### src/rtl/card_cmd_pkg.sv
// Purpose: shared constants of the dual card command decoder
// Assumes: command byte shifted most significant bit first
// Notes:   field positions index the eight-bit command byte
`default_nettype none
package card_cmd_pkg;
	// ****************************************
	// command layout
	// ****************************************
	localparam int          CMD_BITS      = 8;
	localparam logic [3:0]  CMD_FULL      = 4'h8;
	localparam logic [3:0]  CMD_RST_BIT   = 4'h3;   // count when b4 is on the wire
	localparam int          ADDR_HI       = 7;
	localparam int          ADDR_LO       = 5;
	localparam int          STRAP_POS     = 6;
	localparam int          SEL_POS       = 5;
	localparam int          RST_POS       = 4;
	localparam int          CLK_HI        = 3;
	localparam int          CLK_LO        = 2;
	localparam int          VCC_HI        = 1;
	localparam int          VCC_LO        = 0;
	localparam int          SCLK_POS      = 3;
	localparam int          SIO_POS       = 2;
	localparam int          SAUX1_POS     = 1;
	localparam int          SAUX2_POS     = 0;
	// ****************************************
	// address codes
	// ****************************************
	localparam logic [2:0]  ADDR_IGNORE   = 3'h4;
	localparam logic [2:0]  ADDR_CONFIG   = 3'h5;
	localparam logic [1:0]  ADDR_SYNC_TOP = 2'h3;
	// ****************************************
	// configuration low bits
	// ****************************************
	localparam logic [2:0]  CFG_DET_NO    = 3'h0;
	localparam logic [2:0]  CFG_DET_NC    = 3'h1;
	localparam logic [2:0]  CFG_SPECIAL   = 3'h2;
	localparam logic [2:0]  CFG_NORMAL    = 3'h3;
	localparam logic [2:0]  CFG_SLOW      = 3'h4;
	localparam logic [2:0]  CFG_FAST      = 3'h5;
	// ****************************************
	// card clock field and supply field
	// ****************************************
	localparam logic [1:0]  CK_LOW        = 2'h0;
	localparam logic [1:0]  CK_DIV1       = 2'h1;
	localparam logic [1:0]  CK_DIV2       = 2'h2;
	localparam logic [1:0]  CK_DIV4       = 2'h3;
	localparam logic [1:0]  VCC_OFF       = 2'h0;   // 01 1.8 V, 10 3.0 V, 11 5.0 V
	// ****************************************
	// readback byte
	// ****************************************
	localparam logic [2:0]  RB_PAD        = 3'h0;
	localparam logic [4:0]  RB_RESET      = 5'h00;
endpackage
`default_nettype wire

### src/rtl/card_cmd_decoder.sv
// Purpose: serial command decoder and readback for a dual card interface
// Assumes: serial pins and card pins are synchronous to mclk
// Notes:   card a is index 0, card b is index 1
//
// Functional notes
// - card reset follows b4 except addresses 101, 100 and async commands with b6 not equal strap
// - reset follows b4 while byte shifts in
// - async command b3:b2 clock, b1:b0 supply
// - clock field: low, pass, divide two, four
// - supply field: off, 1.8, 3.0, 5.0 V
// - sync addresses drive reset, clock, io, aux
// - config codes set detect, serial mode, slope
// - undefined config codes have no effect
// - address 100 decoded and ignored
// - b5 selects card a or b
// - other card keeps its supply and clock
// - configuration applies to both cards
// - async command needs b6 equal strap
// - readback shifts out during command transfer
// - readback launched rising special, falling normal
// - readback holds detect, io, aux, supply good
// - readback is previous transfer's sampled state
// - command register updates only while selected
// - normal mode detect bit means card present
// - reset defaults: open switch, off, slow, special
`default_nettype none
module card_cmd_decoder
	import card_cmd_pkg::*;
(
	// clock and reset
	input  wire logic             mclk,
	input  wire logic             resetn,
	// serial command port
	input  wire logic             sclk,
	input  wire logic             cs_n,
	input  wire logic             mosi,
	output var  logic             miso_out,
	output var  logic             miso_oe,
	// device strap and card master clock
	input  wire logic             device_address_strap,
	input  wire logic             clk_in,
	// card status inputs
	input  wire logic [1:0]       card_detect_in,
	input  wire logic [1:0]       card_io_in,
	input  wire logic [1:0]       card_aux_first_in,
	input  wire logic [1:0]       card_aux_second_in,
	input  wire logic [1:0]       supply_good_flag,
	// card outputs
	output var  logic [1:0]       card_reset_out,
	output var  logic [1:0]       card_clock_out,
	output var  logic [1:0][1:0]  card_supply_level,
	output var  logic [1:0]       card_io_out,
	output var  logic [1:0]       card_io_oe,
	output var  logic [1:0]       card_aux_first_out,
	output var  logic [1:0]       card_aux_first_oe,
	output var  logic [1:0]       card_aux_second_out,
	output var  logic [1:0]       card_aux_second_oe,
	// global configuration
	output var  logic             fast_edge_slope,
	output var  logic             detect_normally_closed,
	output var  logic             serial_normal_mode
);

	// ****************************************
	// serial edge detection
	// ****************************************
	logic                         sclk_q;
	logic                         cs_q;
	logic                         sclk_rise;
	logic                         sclk_fall;
	logic                         cs_fall;
	logic                         cs_rise;

	always_ff @(posedge mclk or negedge resetn) begin
		if (!resetn) begin
			sclk_q <= 1'b0;
			cs_q   <= 1'b1;
		end else begin
			sclk_q <= sclk;
			cs_q   <= cs_n;
		end
	end

	assign sclk_rise = sclk & ~sclk_q & ~cs_n;
	assign sclk_fall = ~sclk & sclk_q & ~cs_n;
	assign cs_fall   = ~cs_n & cs_q;
	assign cs_rise   = cs_n & ~cs_q;

	// ****************************************
	// command shift register
	// ****************************************
	logic [CMD_BITS-1:0]          cmd;
	logic [3:0]                   bit_cnt;
	logic [2:0]                   early_addr;
	logic                         early_strap_ok;
	logic                         rst_point;
	logic                         done;
	logic [2:0]                   addr;
	logic                         sel;
	logic                         strap_ok;
	logic                         is_async;
	logic                         is_sync;

	always_ff @(posedge mclk or negedge resetn) begin
		if (!resetn) begin
			cmd     <= '0;
			bit_cnt <= '0;
		end else if (cs_n) begin
			bit_cnt <= '0;
		end else if (sclk_rise && bit_cnt != CMD_FULL) begin
			cmd     <= {cmd[CMD_BITS-2:0], mosi};
			bit_cnt <= bit_cnt + 4'h1;
		end
	end

	assign early_addr     = cmd[2:0];
	assign early_strap_ok = early_addr[1] == device_address_strap;
	assign rst_point      = sclk_rise && bit_cnt == CMD_RST_BIT;
	assign done           = cs_rise && bit_cnt == CMD_FULL;
	assign addr           = cmd[ADDR_HI:ADDR_LO];
	assign sel            = cmd[SEL_POS];
	assign strap_ok       = cmd[STRAP_POS] == device_address_strap;
	assign is_async       = ~addr[2];
	assign is_sync        = addr[2:1] == ADDR_SYNC_TOP;

	// ****************************************
	// global configuration
	// ****************************************
	always_ff @(posedge mclk or negedge resetn) begin
		if (!resetn) begin
			fast_edge_slope        <= 1'b0;
			detect_normally_closed <= 1'b0;
			serial_normal_mode     <= 1'b0;
		end else if (done && addr == ADDR_CONFIG) begin
			case (cmd[2:0])
				CFG_DET_NO:  detect_normally_closed <= 1'b0;
				CFG_DET_NC:  detect_normally_closed <= 1'b1;
				CFG_SPECIAL: serial_normal_mode     <= 1'b0;
				CFG_NORMAL:  serial_normal_mode     <= 1'b1;
				CFG_SLOW:    fast_edge_slope        <= 1'b0;
				CFG_FAST:    fast_edge_slope        <= 1'b1;
				default:     fast_edge_slope        <= fast_edge_slope;
			endcase
		end
	end

	// ****************************************
	// master clock divider
	// ****************************************
	logic                         clk_in_q;
	logic [1:0]                   div_cnt;

	always_ff @(posedge mclk or negedge resetn) begin
		if (!resetn) begin
			clk_in_q <= 1'b0;
			div_cnt  <= '0;
		end else begin
			clk_in_q <= clk_in;
			if (clk_in && !clk_in_q) begin
				div_cnt <= div_cnt + 2'h1;
			end
		end
	end

	// ****************************************
	// per card state
	// ****************************************
	logic [1:0][1:0]              clk_sel;
	logic [1:0]                   sync_mode;
	logic [1:0]                   sync_clk;

	for (genvar c = 0; c < 2; c++) begin : g_card
		logic hit;

		assign hit = done && sel == 1'(c);

		always_ff @(posedge mclk or negedge resetn) begin
			if (!resetn) begin
				card_reset_out[c] <= 1'b0;
			end else if (rst_point && early_addr[0] == 1'(c)
				&& early_addr[2:1] != ADDR_IGNORE[2:1]
				&& (early_addr[2] || early_strap_ok)) begin
				card_reset_out[c] <= mosi;
			end
		end

		always_ff @(posedge mclk or negedge resetn) begin
			if (!resetn) begin
				clk_sel[c]           <= CK_LOW;
				card_supply_level[c] <= VCC_OFF;
				sync_mode[c]         <= 1'b0;
			end else if (hit && is_async && strap_ok) begin
				clk_sel[c]           <= cmd[CLK_HI:CLK_LO];
				card_supply_level[c] <= cmd[VCC_HI:VCC_LO];
				sync_mode[c]         <= 1'b0;
			end else if (hit && is_sync) begin
				sync_mode[c]         <= 1'b1;
			end
		end

		always_ff @(posedge mclk or negedge resetn) begin
			if (!resetn) begin
				sync_clk[c]            <= 1'b0;
				card_io_out[c]         <= 1'b0;
				card_aux_first_out[c]  <= 1'b0;
				card_aux_second_out[c] <= 1'b0;
			end else if (hit && is_sync) begin
				sync_clk[c]            <= cmd[SCLK_POS];
				card_io_out[c]         <= cmd[SIO_POS];
				card_aux_first_out[c]  <= cmd[SAUX1_POS];
				card_aux_second_out[c] <= cmd[SAUX2_POS];
			end
		end

		always_ff @(posedge mclk or negedge resetn) begin
			if (!resetn) begin
				card_io_oe[c]         <= 1'b0;
				card_aux_first_oe[c]  <= 1'b0;
				card_aux_second_oe[c] <= 1'b0;
				card_clock_out[c]     <= 1'b0;
			end else begin
				card_io_oe[c]         <= sync_mode[c];
				card_aux_first_oe[c]  <= sync_mode[c];
				card_aux_second_oe[c] <= sync_mode[c];
				if (sync_mode[c]) begin
					card_clock_out[c] <= sync_clk[c];
				end else begin
					case (clk_sel[c])
						CK_LOW:  card_clock_out[c] <= 1'b0;
						CK_DIV1: card_clock_out[c] <= clk_in;
						CK_DIV2: card_clock_out[c] <= div_cnt[0];
						CK_DIV4: card_clock_out[c] <= div_cnt[1];
						default: card_clock_out[c] <= 1'b0;
					endcase
				end
			end
		end
	end

	// ****************************************
	// readback snapshot and shifter
	// ****************************************
	logic [4:0]                   snap;
	logic [4:0]                   next_snap;
	logic [CMD_BITS-1:0]          tx;
	logic                         esel;
	logic                         present;

	assign esel    = early_addr[0];
	assign present = card_detect_in[esel] ^ detect_normally_closed;

	always_comb begin
		next_snap    = '0;
		next_snap[4] = serial_normal_mode ? present : card_detect_in[esel];
		next_snap[3] = card_io_in[esel];
		next_snap[2] = card_aux_first_in[esel];
		next_snap[1] = card_aux_second_in[esel];
		next_snap[0] = supply_good_flag[esel];
	end

	always_ff @(posedge mclk or negedge resetn) begin
		if (!resetn) begin
			snap <= RB_RESET;
		end else if (rst_point) begin
			snap <= next_snap;
		end
	end

	always_ff @(posedge mclk or negedge resetn) begin
		if (!resetn) begin
			tx       <= '0;
			miso_out <= 1'b0;
			miso_oe  <= 1'b0;
		end else begin
			miso_oe <= ~cs_n;
			if (cs_fall) begin
				tx       <= {RB_PAD, snap} << 1;
				miso_out <= RB_PAD[2];
			end else if (serial_normal_mode ? sclk_fall : sclk_rise) begin
				tx       <= tx << 1;
				miso_out <= tx[CMD_BITS-1];
			end
		end
	end
endmodule
`default_nettype wire

### config.mk
export PLATFORM = sky130hd
export DESIGN_NAME = card_cmd_decoder
export DESIGN_NICKNAME = d
export VERILOG_FILES = /design/src/rtl/card_cmd_pkg.sv /design/src/rtl/card_cmd_decoder.sv
export SDC_FILE = /design/constraint.sdc
export NUM_CORES = 1
export LEC_CHECK = 0
export BUFFER_PORTS_ARGS = -buffer_cell sky130_fd_sc_hd__buf_2
export CAP_MARGIN = 20
export CORE_ASPECT_RATIO = 0.75
export CORE_MARGIN = 2
export CORE_UTILIZATION = 53
export CTS_BUF_LIST = sky130_fd_sc_hd__clkbuf_4
export DETAILED_ROUTE_END_ITERATION = 6
export PLACE_DENSITY_LB_ADDON = 0.2
export REMOVE_ABC_BUFFERS = 1
export SYNTH_ARGS = -nofsm -noshare
export SYNTH_HDL_FRONTEND = slang
export SYNTH_SLANG_ARGS = --single-unit
### constraint.sdc
create_clock -name mclk -period 1.8 [get_ports mclk]
set_clock_uncertainty 0.15 [all_clocks]
set_input_delay 0.36 -clock mclk [delete_from_list [all_inputs] [get_ports mclk]]
set_output_delay 0.36 -clock mclk [all_outputs]
set_load 0.05 [all_outputs]
==> impl_metrics.ini, run 1 <==
[detailed_routing]
dr.pass1.iters = 4
dr_wl_met3_um = 246
wl_um = 5270
vias = 1872
met2_wirelength_um = 2330
drtIter0Drc = 125
viasPerCell = 5.44
wirelength_met1_um = 2630
remaining_drc_errors = 0
postRouteAntennaNets = 0
routed.top_layer = met4
wl_per_cell_um = 15.3

[logic_synthesis]
synth_cells = 204
synth_top_area_share_pct = 53.0
syn_area_per_cell_sq_um = 13.2
ys_ff_latch = 58
synth_edf_count = 0
yosys-top-cells-area = dfrtp_1, mux2_2, mux2i_1
syn_area_sq_um = 2690
synth.most_common_cell = dfrtp_1
yosysSeqAreaShare_pct = 53.9
synthTopCellsByCount = dfrtp_1, mux2_2, inv_1, nand2_1
yosysUniqueCellTypes = 45
synth_ff_type = dfrtp_1
synth_area_leader_cell = dfrtp_1
ys_warn_count = 0
ys_async_sr_fraction_pct = 100

[sta]
final.setup.tns_ns = 0
fin_ws_ns = 0.00932
hold_ws_ns = 0.0649
fmax_ghz = 0.558
drv_slew = 0
grt_setup_unrepaired = true
worstMarginPinSlew_ns = 0.519
finalCritPeriodShare_pct = 99.5
setup_viol = 0
period_needed_ns = 1.79
hold_viol = 0
slew_headroom_pct = 65.3

[clock_tree]
clockBufferDepth = 2
clk_pin_slew_ns = 0.10
numCtsBuffers = 9
htree_levels = 3
cts_sinks = 58
insertion_delay_ns = 0.40
cts_tree = built
root_buffer = clkbuf_4

[critical_path]
end_kind = register
start_kind = register
cp_cell_sequence = inv_2, ha_4, nand3b_4, buf_4, nor3_4, buf_4, mux2_4
cp_common_cell = buf_4
worstSetupPathType = reg -> reg
crit_arrival_ns = 1.92
required_ns = 1.93
cp_max_fo = 5
crit_slowest_cell = dfrtp_1
critPathMaxStageDelay_ns = 0.40

[final_layout]
nFillCells = 367
syn_to_final_growth_pct = 27.4
num_antenna_cells = 0
drive_gt1_share_pct = 51.1
final_nets = 298
multi_input_area_sq_um = 1230
seq_area_sq_um = 1450
fin_area_sq_um = 3430
postLayoutCoreUtil_pct = 70.0

[die]
initial_utilization_pct = 55.0
die_y_um = 65.7
core_area_sq_um = 4900
die_w_um = 86.3
rows = 22
dieArea_sq_um = 5670
io_pins = 42

[place]
placed_cell_area_sq_um = 3130
dp_slack_ns = -0.112
dpl.hpwl_um = 3580
port_buffers = 41
routabilityCongestion = 0.800

[flow_run]
maxCapViolCount = 0

[worst_hold_path]
hp-class = in -> reg

[grt]
grtUsageTotal_pct = 20.0
first_global_vias = 1713
grt_max_degree = 59
overflow = 0
grt_pass1_wl_um = 8400
antenna_found_initial = 0

[power_and_ir_drop]
vdd_ir_drop_max_mv = 0.540
p_per_area_nw_per_um2 = 868
p_leak_nw = 1.67

[run_status]
status = completed
## power breakdown
part	internal (mW)	switching [mW]	total (mW)
Clock	0.407	0.465	0.873
Combinational	0.276	0.290	0.566
Sequential	1.42	0.118	1.54
## area by class of cell
type                            count  share of cell area [%]
Sequential cell                    58                    42.3
Multi-Input combinational cell    125                    35.7
Timing Repair Buffer               74                    14.8
Tap cell                           60                    2.19
Clock buffer                        9                    1.97
Clock inverter                      7                    1.75
Inverter                           11                    1.20
## per-layer routing
metal / GRT usage, % / vias up
li1: - / 888
met1: 28.4 / 930
met2: 28.0 / 48
met3: 8.92 / 6
met4: 5.27 / 0
met5: 0 / -
## state kept, by name, indices dropped and copies added (netlist names), 2 cells and up
name                 flops
cmd                      8
snap                     5
tx                       7
sync_mode                2
sync_clk                 2
card_clock_out           2
bit_cnt                  4
card_aux_second_out      2
card_reset_out           2
card_io_out              2
card_aux_second_oe       2
card_supply_level        4
clk_sel                  4
div_cnt                  2
card_aux_first_out       2
## kinds of logic (layout without fill, tap and decap cells)
family / after synthesis / in the layout / share of synthesized area [%]
fa+ha+maj: 2 / 2 / 0.929
flops: 58 / 58 / 54.0
mux: 48 / 48 / 19.7
buf+inv: 21 / 101 / 3.76
xor+xnor: 4 / 4 / 1.30
compound gates: 27 / 27 / 6.13
simple gates: 44 / 44 / 14.2
## per-stage QoR
step	std cells	total power [mW]
2_1_floorplan	194	1.85
3_3_place_gp	321	2.10
3_5_place_dp	321	2.11
4_1_cts	341	2.99
5_1_grt	344	3.14
6_report	344	2.98
## final timing paths
| check | start | endpoint | slack (ns) | cells past startpoint |
|---|---|---|---|---|
| worst max-delay path | bit_cnt[0] | card_aux_first_out[0] | 0.009 | 7 |
| worst min-delay path | mosi | card_reset_out[0] | 0.06 | 2 |
| worst max register to register | bit_cnt[0] | card_aux_first_out[0] | 0.009 | 7 |
| worst min register to register | sync_mode[1] | card_aux_second_oe[1] | 0.27 | 0 |
| max in group asynchronous | resetn | cs_q | 0.87 | 3 |
| min in group asynchronous | resetn | miso_oe | 0.34 | 3 |
## repair_timing
| item | CTS | global route |
|---|---|---|
| hold endpoints to repair | 59 | 0 |
| buffers inserted | 1 | 3 |
| pin swaps | 3 | 1 |
| resized for setup | 9 | 20 |
| hold buffers | 3 | 0 |
| setup endpoints to repair | 18 | 25 |
## critical path, delay by kind of cell (launching register included)
family / cells / cell delay (ns)
multiplexers: 1 / 0.28
adder cells (fa/ha/maj): 1 / 0.14
buffers and inverters: 3 / 0.40
AND/OR/NAND/NOR: 2 / 0.30
flip-flops: 1 / 0.40
## placed cells by master, fill, tap and decap left out, types with 8 or more instances in the layout
cell type	n
a21oi_1	8
buf_2	41
buf_4	22
clkbuf_4	9
dfrtp_1	57
inv_1	9
mux2_2	25
mux2_4	15
mux2i_1	8
nand2_1	9
o21ai_0	8
Power figures use the tool's default switching activity.
==> run 2, diff against run 1 <==
--- a/config.mk
+++ b/config.mk
@@ -9,7 +9,7 @@
 export CAP_MARGIN = 20
 export CORE_ASPECT_RATIO = 0.75
 export CORE_MARGIN = 2
-export CORE_UTILIZATION = 53
+export CORE_UTILIZATION = 58
 export CTS_BUF_LIST = sky130_fd_sc_hd__clkbuf_4
 export DETAILED_ROUTE_END_ITERATION = 6
 export PLACE_DENSITY_LB_ADDON = 0.2
==> constraint.sdc (replaced) <==
create_clock -name mclk -period 2 [get_ports mclk]
set_clock_uncertainty 0.15 [all_clocks]
set_input_delay 0.4 -clock mclk [delete_from_list [all_inputs] [get_ports mclk]]
set_output_delay 0.4 -clock mclk [all_outputs]
set_load 0.1 [all_outputs]
==> run 2 against run 1 <==
Effect of this change: clock power shrank 9.5%; total power fell by 10%; design area is 7.5% lower; clock-buffer cell count is the same; largest power group unchanged; critical path depth down 2.
==> impl_metrics.ini, run 2 (synthesized netlist as in run 1, its figures left out) <==
[run_status]
status = completed

[critical_path]
crit_arrival_ns = 2.05
cpLargestDelayFamily = simple AND/OR/NAND/NOR gates
end_kind = register
rrSetupSlack_ns = 0.09
cp_cell_sequence = inv_1, ha_2, nand3b_4, nor4_4, mux2_2
required_ns = 2.13
crit_slowest_cell = dfrtp_1
critPathMaxStageDelay_ns = 0.42
r2r-end = clk_sel[3]
start_kind = register
cp_max_fo = 5
worstRegToRegCells = 5
path_buf_inv = 1
rr_startpoint = bit_cnt[0]
worstSetupPathType = reg -> reg

[clock_tree]
cts_sinks = 58
clockBufferDepth = 2
numCtsBuffers = 9
post_cts_buffers = 0
htree_levels = 3
clk_pin_slew_ns = 0.09
insertion_delay_ns = 0.40
root_buffer = clkbuf_4
cts_tree = built

[grt]
antenna_found_initial = 0
first_global_vias = 1771
overflow = 0
grt_max_degree = 35
grtUsageTotal_pct = 22.0
grt_pass1_wl_um = 8450

[place]
placed_cell_area_sq_um = 3020
dpl.cell_count = 305
port_buffers = 41
dpl.hpwl_um = 3630
routabilityCongestion = 0.755

[sta]
final.setup.tns_ns = 0
setup_viol = 0
finalCritPeriodShare_pct = 95.7
hold_viol = 0
fmax_ghz = 0.522
period_needed_ns = 1.91
drv_slew = 0
grt_setup_unrepaired = false
worstMarginPinSlew_ns = 0.606
slew_headroom_pct = 59.0

[power_and_ir_drop]
pwr-share-clk_pct = 29.6
p_sw_share_pct = 30.2
p_per_area_nw_per_um2 = 840
p_int_mw = 1.86
fin_total_pwr_mw = 2.67
vdd_ir_drop_max_mv = 0.543
combPwrFrac_pct = 17.7
power_frac_seq_pct = 52.7
p_leak_nw = 1.55
switchingPower_uw = 806

[final_layout]
final_nets = 280
regMostFlops = cmd
nFillCells = 334
fin_area_sq_um = 3170
layout_common_cells = dfrtp_1, buf_2, mux2_2
postLayoutCoreUtil_pct = 71.1
num_antenna_cells = 0
reg_top3 = cmd (8), tx (7), snap (5)
final_common_cell = dfrtp_1
final_cells = 323
largest_reg_flops = 8
syn_to_final_growth_pct = 17.9
drive_gt1_share_pct = 47.0

[die]
dieArea_sq_um = 5210
die_w_um = 82.7
io_pins = 42
core_area_sq_um = 4470
rows = 21
die_y_um = 63.0
initial_utilization_pct = 60.3

[worst_hold_path]
hp-class = in -> reg
hold_depth = 1
min_delay_worst_endpoint = sclk_q
min-delay-start = sclk

[detailed_routing]
dr.pass1.iters = 4
postRouteAntennaNets = 0
wl_per_cell_um = 15.4
vias = 1816
viasPerCell = 5.62
drtIter0Drc = 79
remaining_drc_errors = 0
wl_um = 4990

[flow_run]
maxCapViolCount = 0
[run 2: cell types whose count changed in the layout (fill, tap and decap cells not counted), moves of 2 or more]
cell / delta
buf_4: -10
buf_6: -6
inv_1: +2
inv_2: -2
mux2_2: +15
mux2_4: -15
[run 2: power by group through the flow]
stage | Sequential [mW] | Clock [mW] | Combinational [mW]
3_5_place_dp | 1.43 | 0 | 0.467
6_report | 1.41 | 0.790 | 0.471
5_1_grt | 1.43 | 0.871 | 0.512
4_1_cts | 1.41 | 0.813 | 0.471
3_3_place_gp | 1.42 | 0 | 0.458
2_1_floorplan | 1.46 | 0 | 0.224
[run 2: through the flow]
step / hold slack (ns) / worst slack (ns)
after floorplan: -0.0456 / -0.624
after global placement: 0.0925 / 0.102
after detailed placement: 0.0927 / 0.0526
after CTS: 0.00582 / 0.0317
after global routing: 0.0107 / 0.0182
final: 0.0449 / 0.0852
[run 2: repair_timing]
item	4_1_cts	5_1_grt
endpoints found under the hold margin	24	1
gates resized for setup	0	2
hold buffers	1	1
setup endpoints to repair	0	9
[run 2: final cells by class]
cell class | instances | area [sq um] | share of cell area, %
clock buffer | 9 | 67.6 | 2.13
timing repair buffer | 56 | 335 | 10.6
sequential | 58 | 1450 | 45.8
clock inverter | 7 | 60.1 | 1.89
inverter | 11 | 41.3 | 1.30
multi-input combinational | 125 | 1150 | 36.1
tap | 57 | 71.3 | 2.25
[run 2: worst max-delay path by stage]
stage	startpoint	endpoint	slack, ns	cells past startpoint
2_1_floorplan	card_aux_second_oe[0]	card_aux_first_oe[0]	-0.62	0
3_3_place_gp	bit_cnt[0]	card_supply_level[2]	0.10	5
3_5_place_dp	bit_cnt[0]	clk_sel[3]	0.05	5
4_1_cts	bit_cnt[0]	clk_sel[3]	0.03	5
5_1_grt	bit_cnt[0]	clk_sel[3]	0.02	5
6_report	bit_cnt[0]	clk_sel[3]	0.09	5
[run 2: metal layers]
metal  share of wire [%]  routed length, um  track usage [%]  vias to the layer above
met4                 1.3                 67             6.15                        0
li1                    -                  -                -                      854
met5                   0                  0                0                        -
met2                  44               2180             30.0                       47
met3                 5.6                281             8.67                        8
met1                  49               2460             32.6                      907
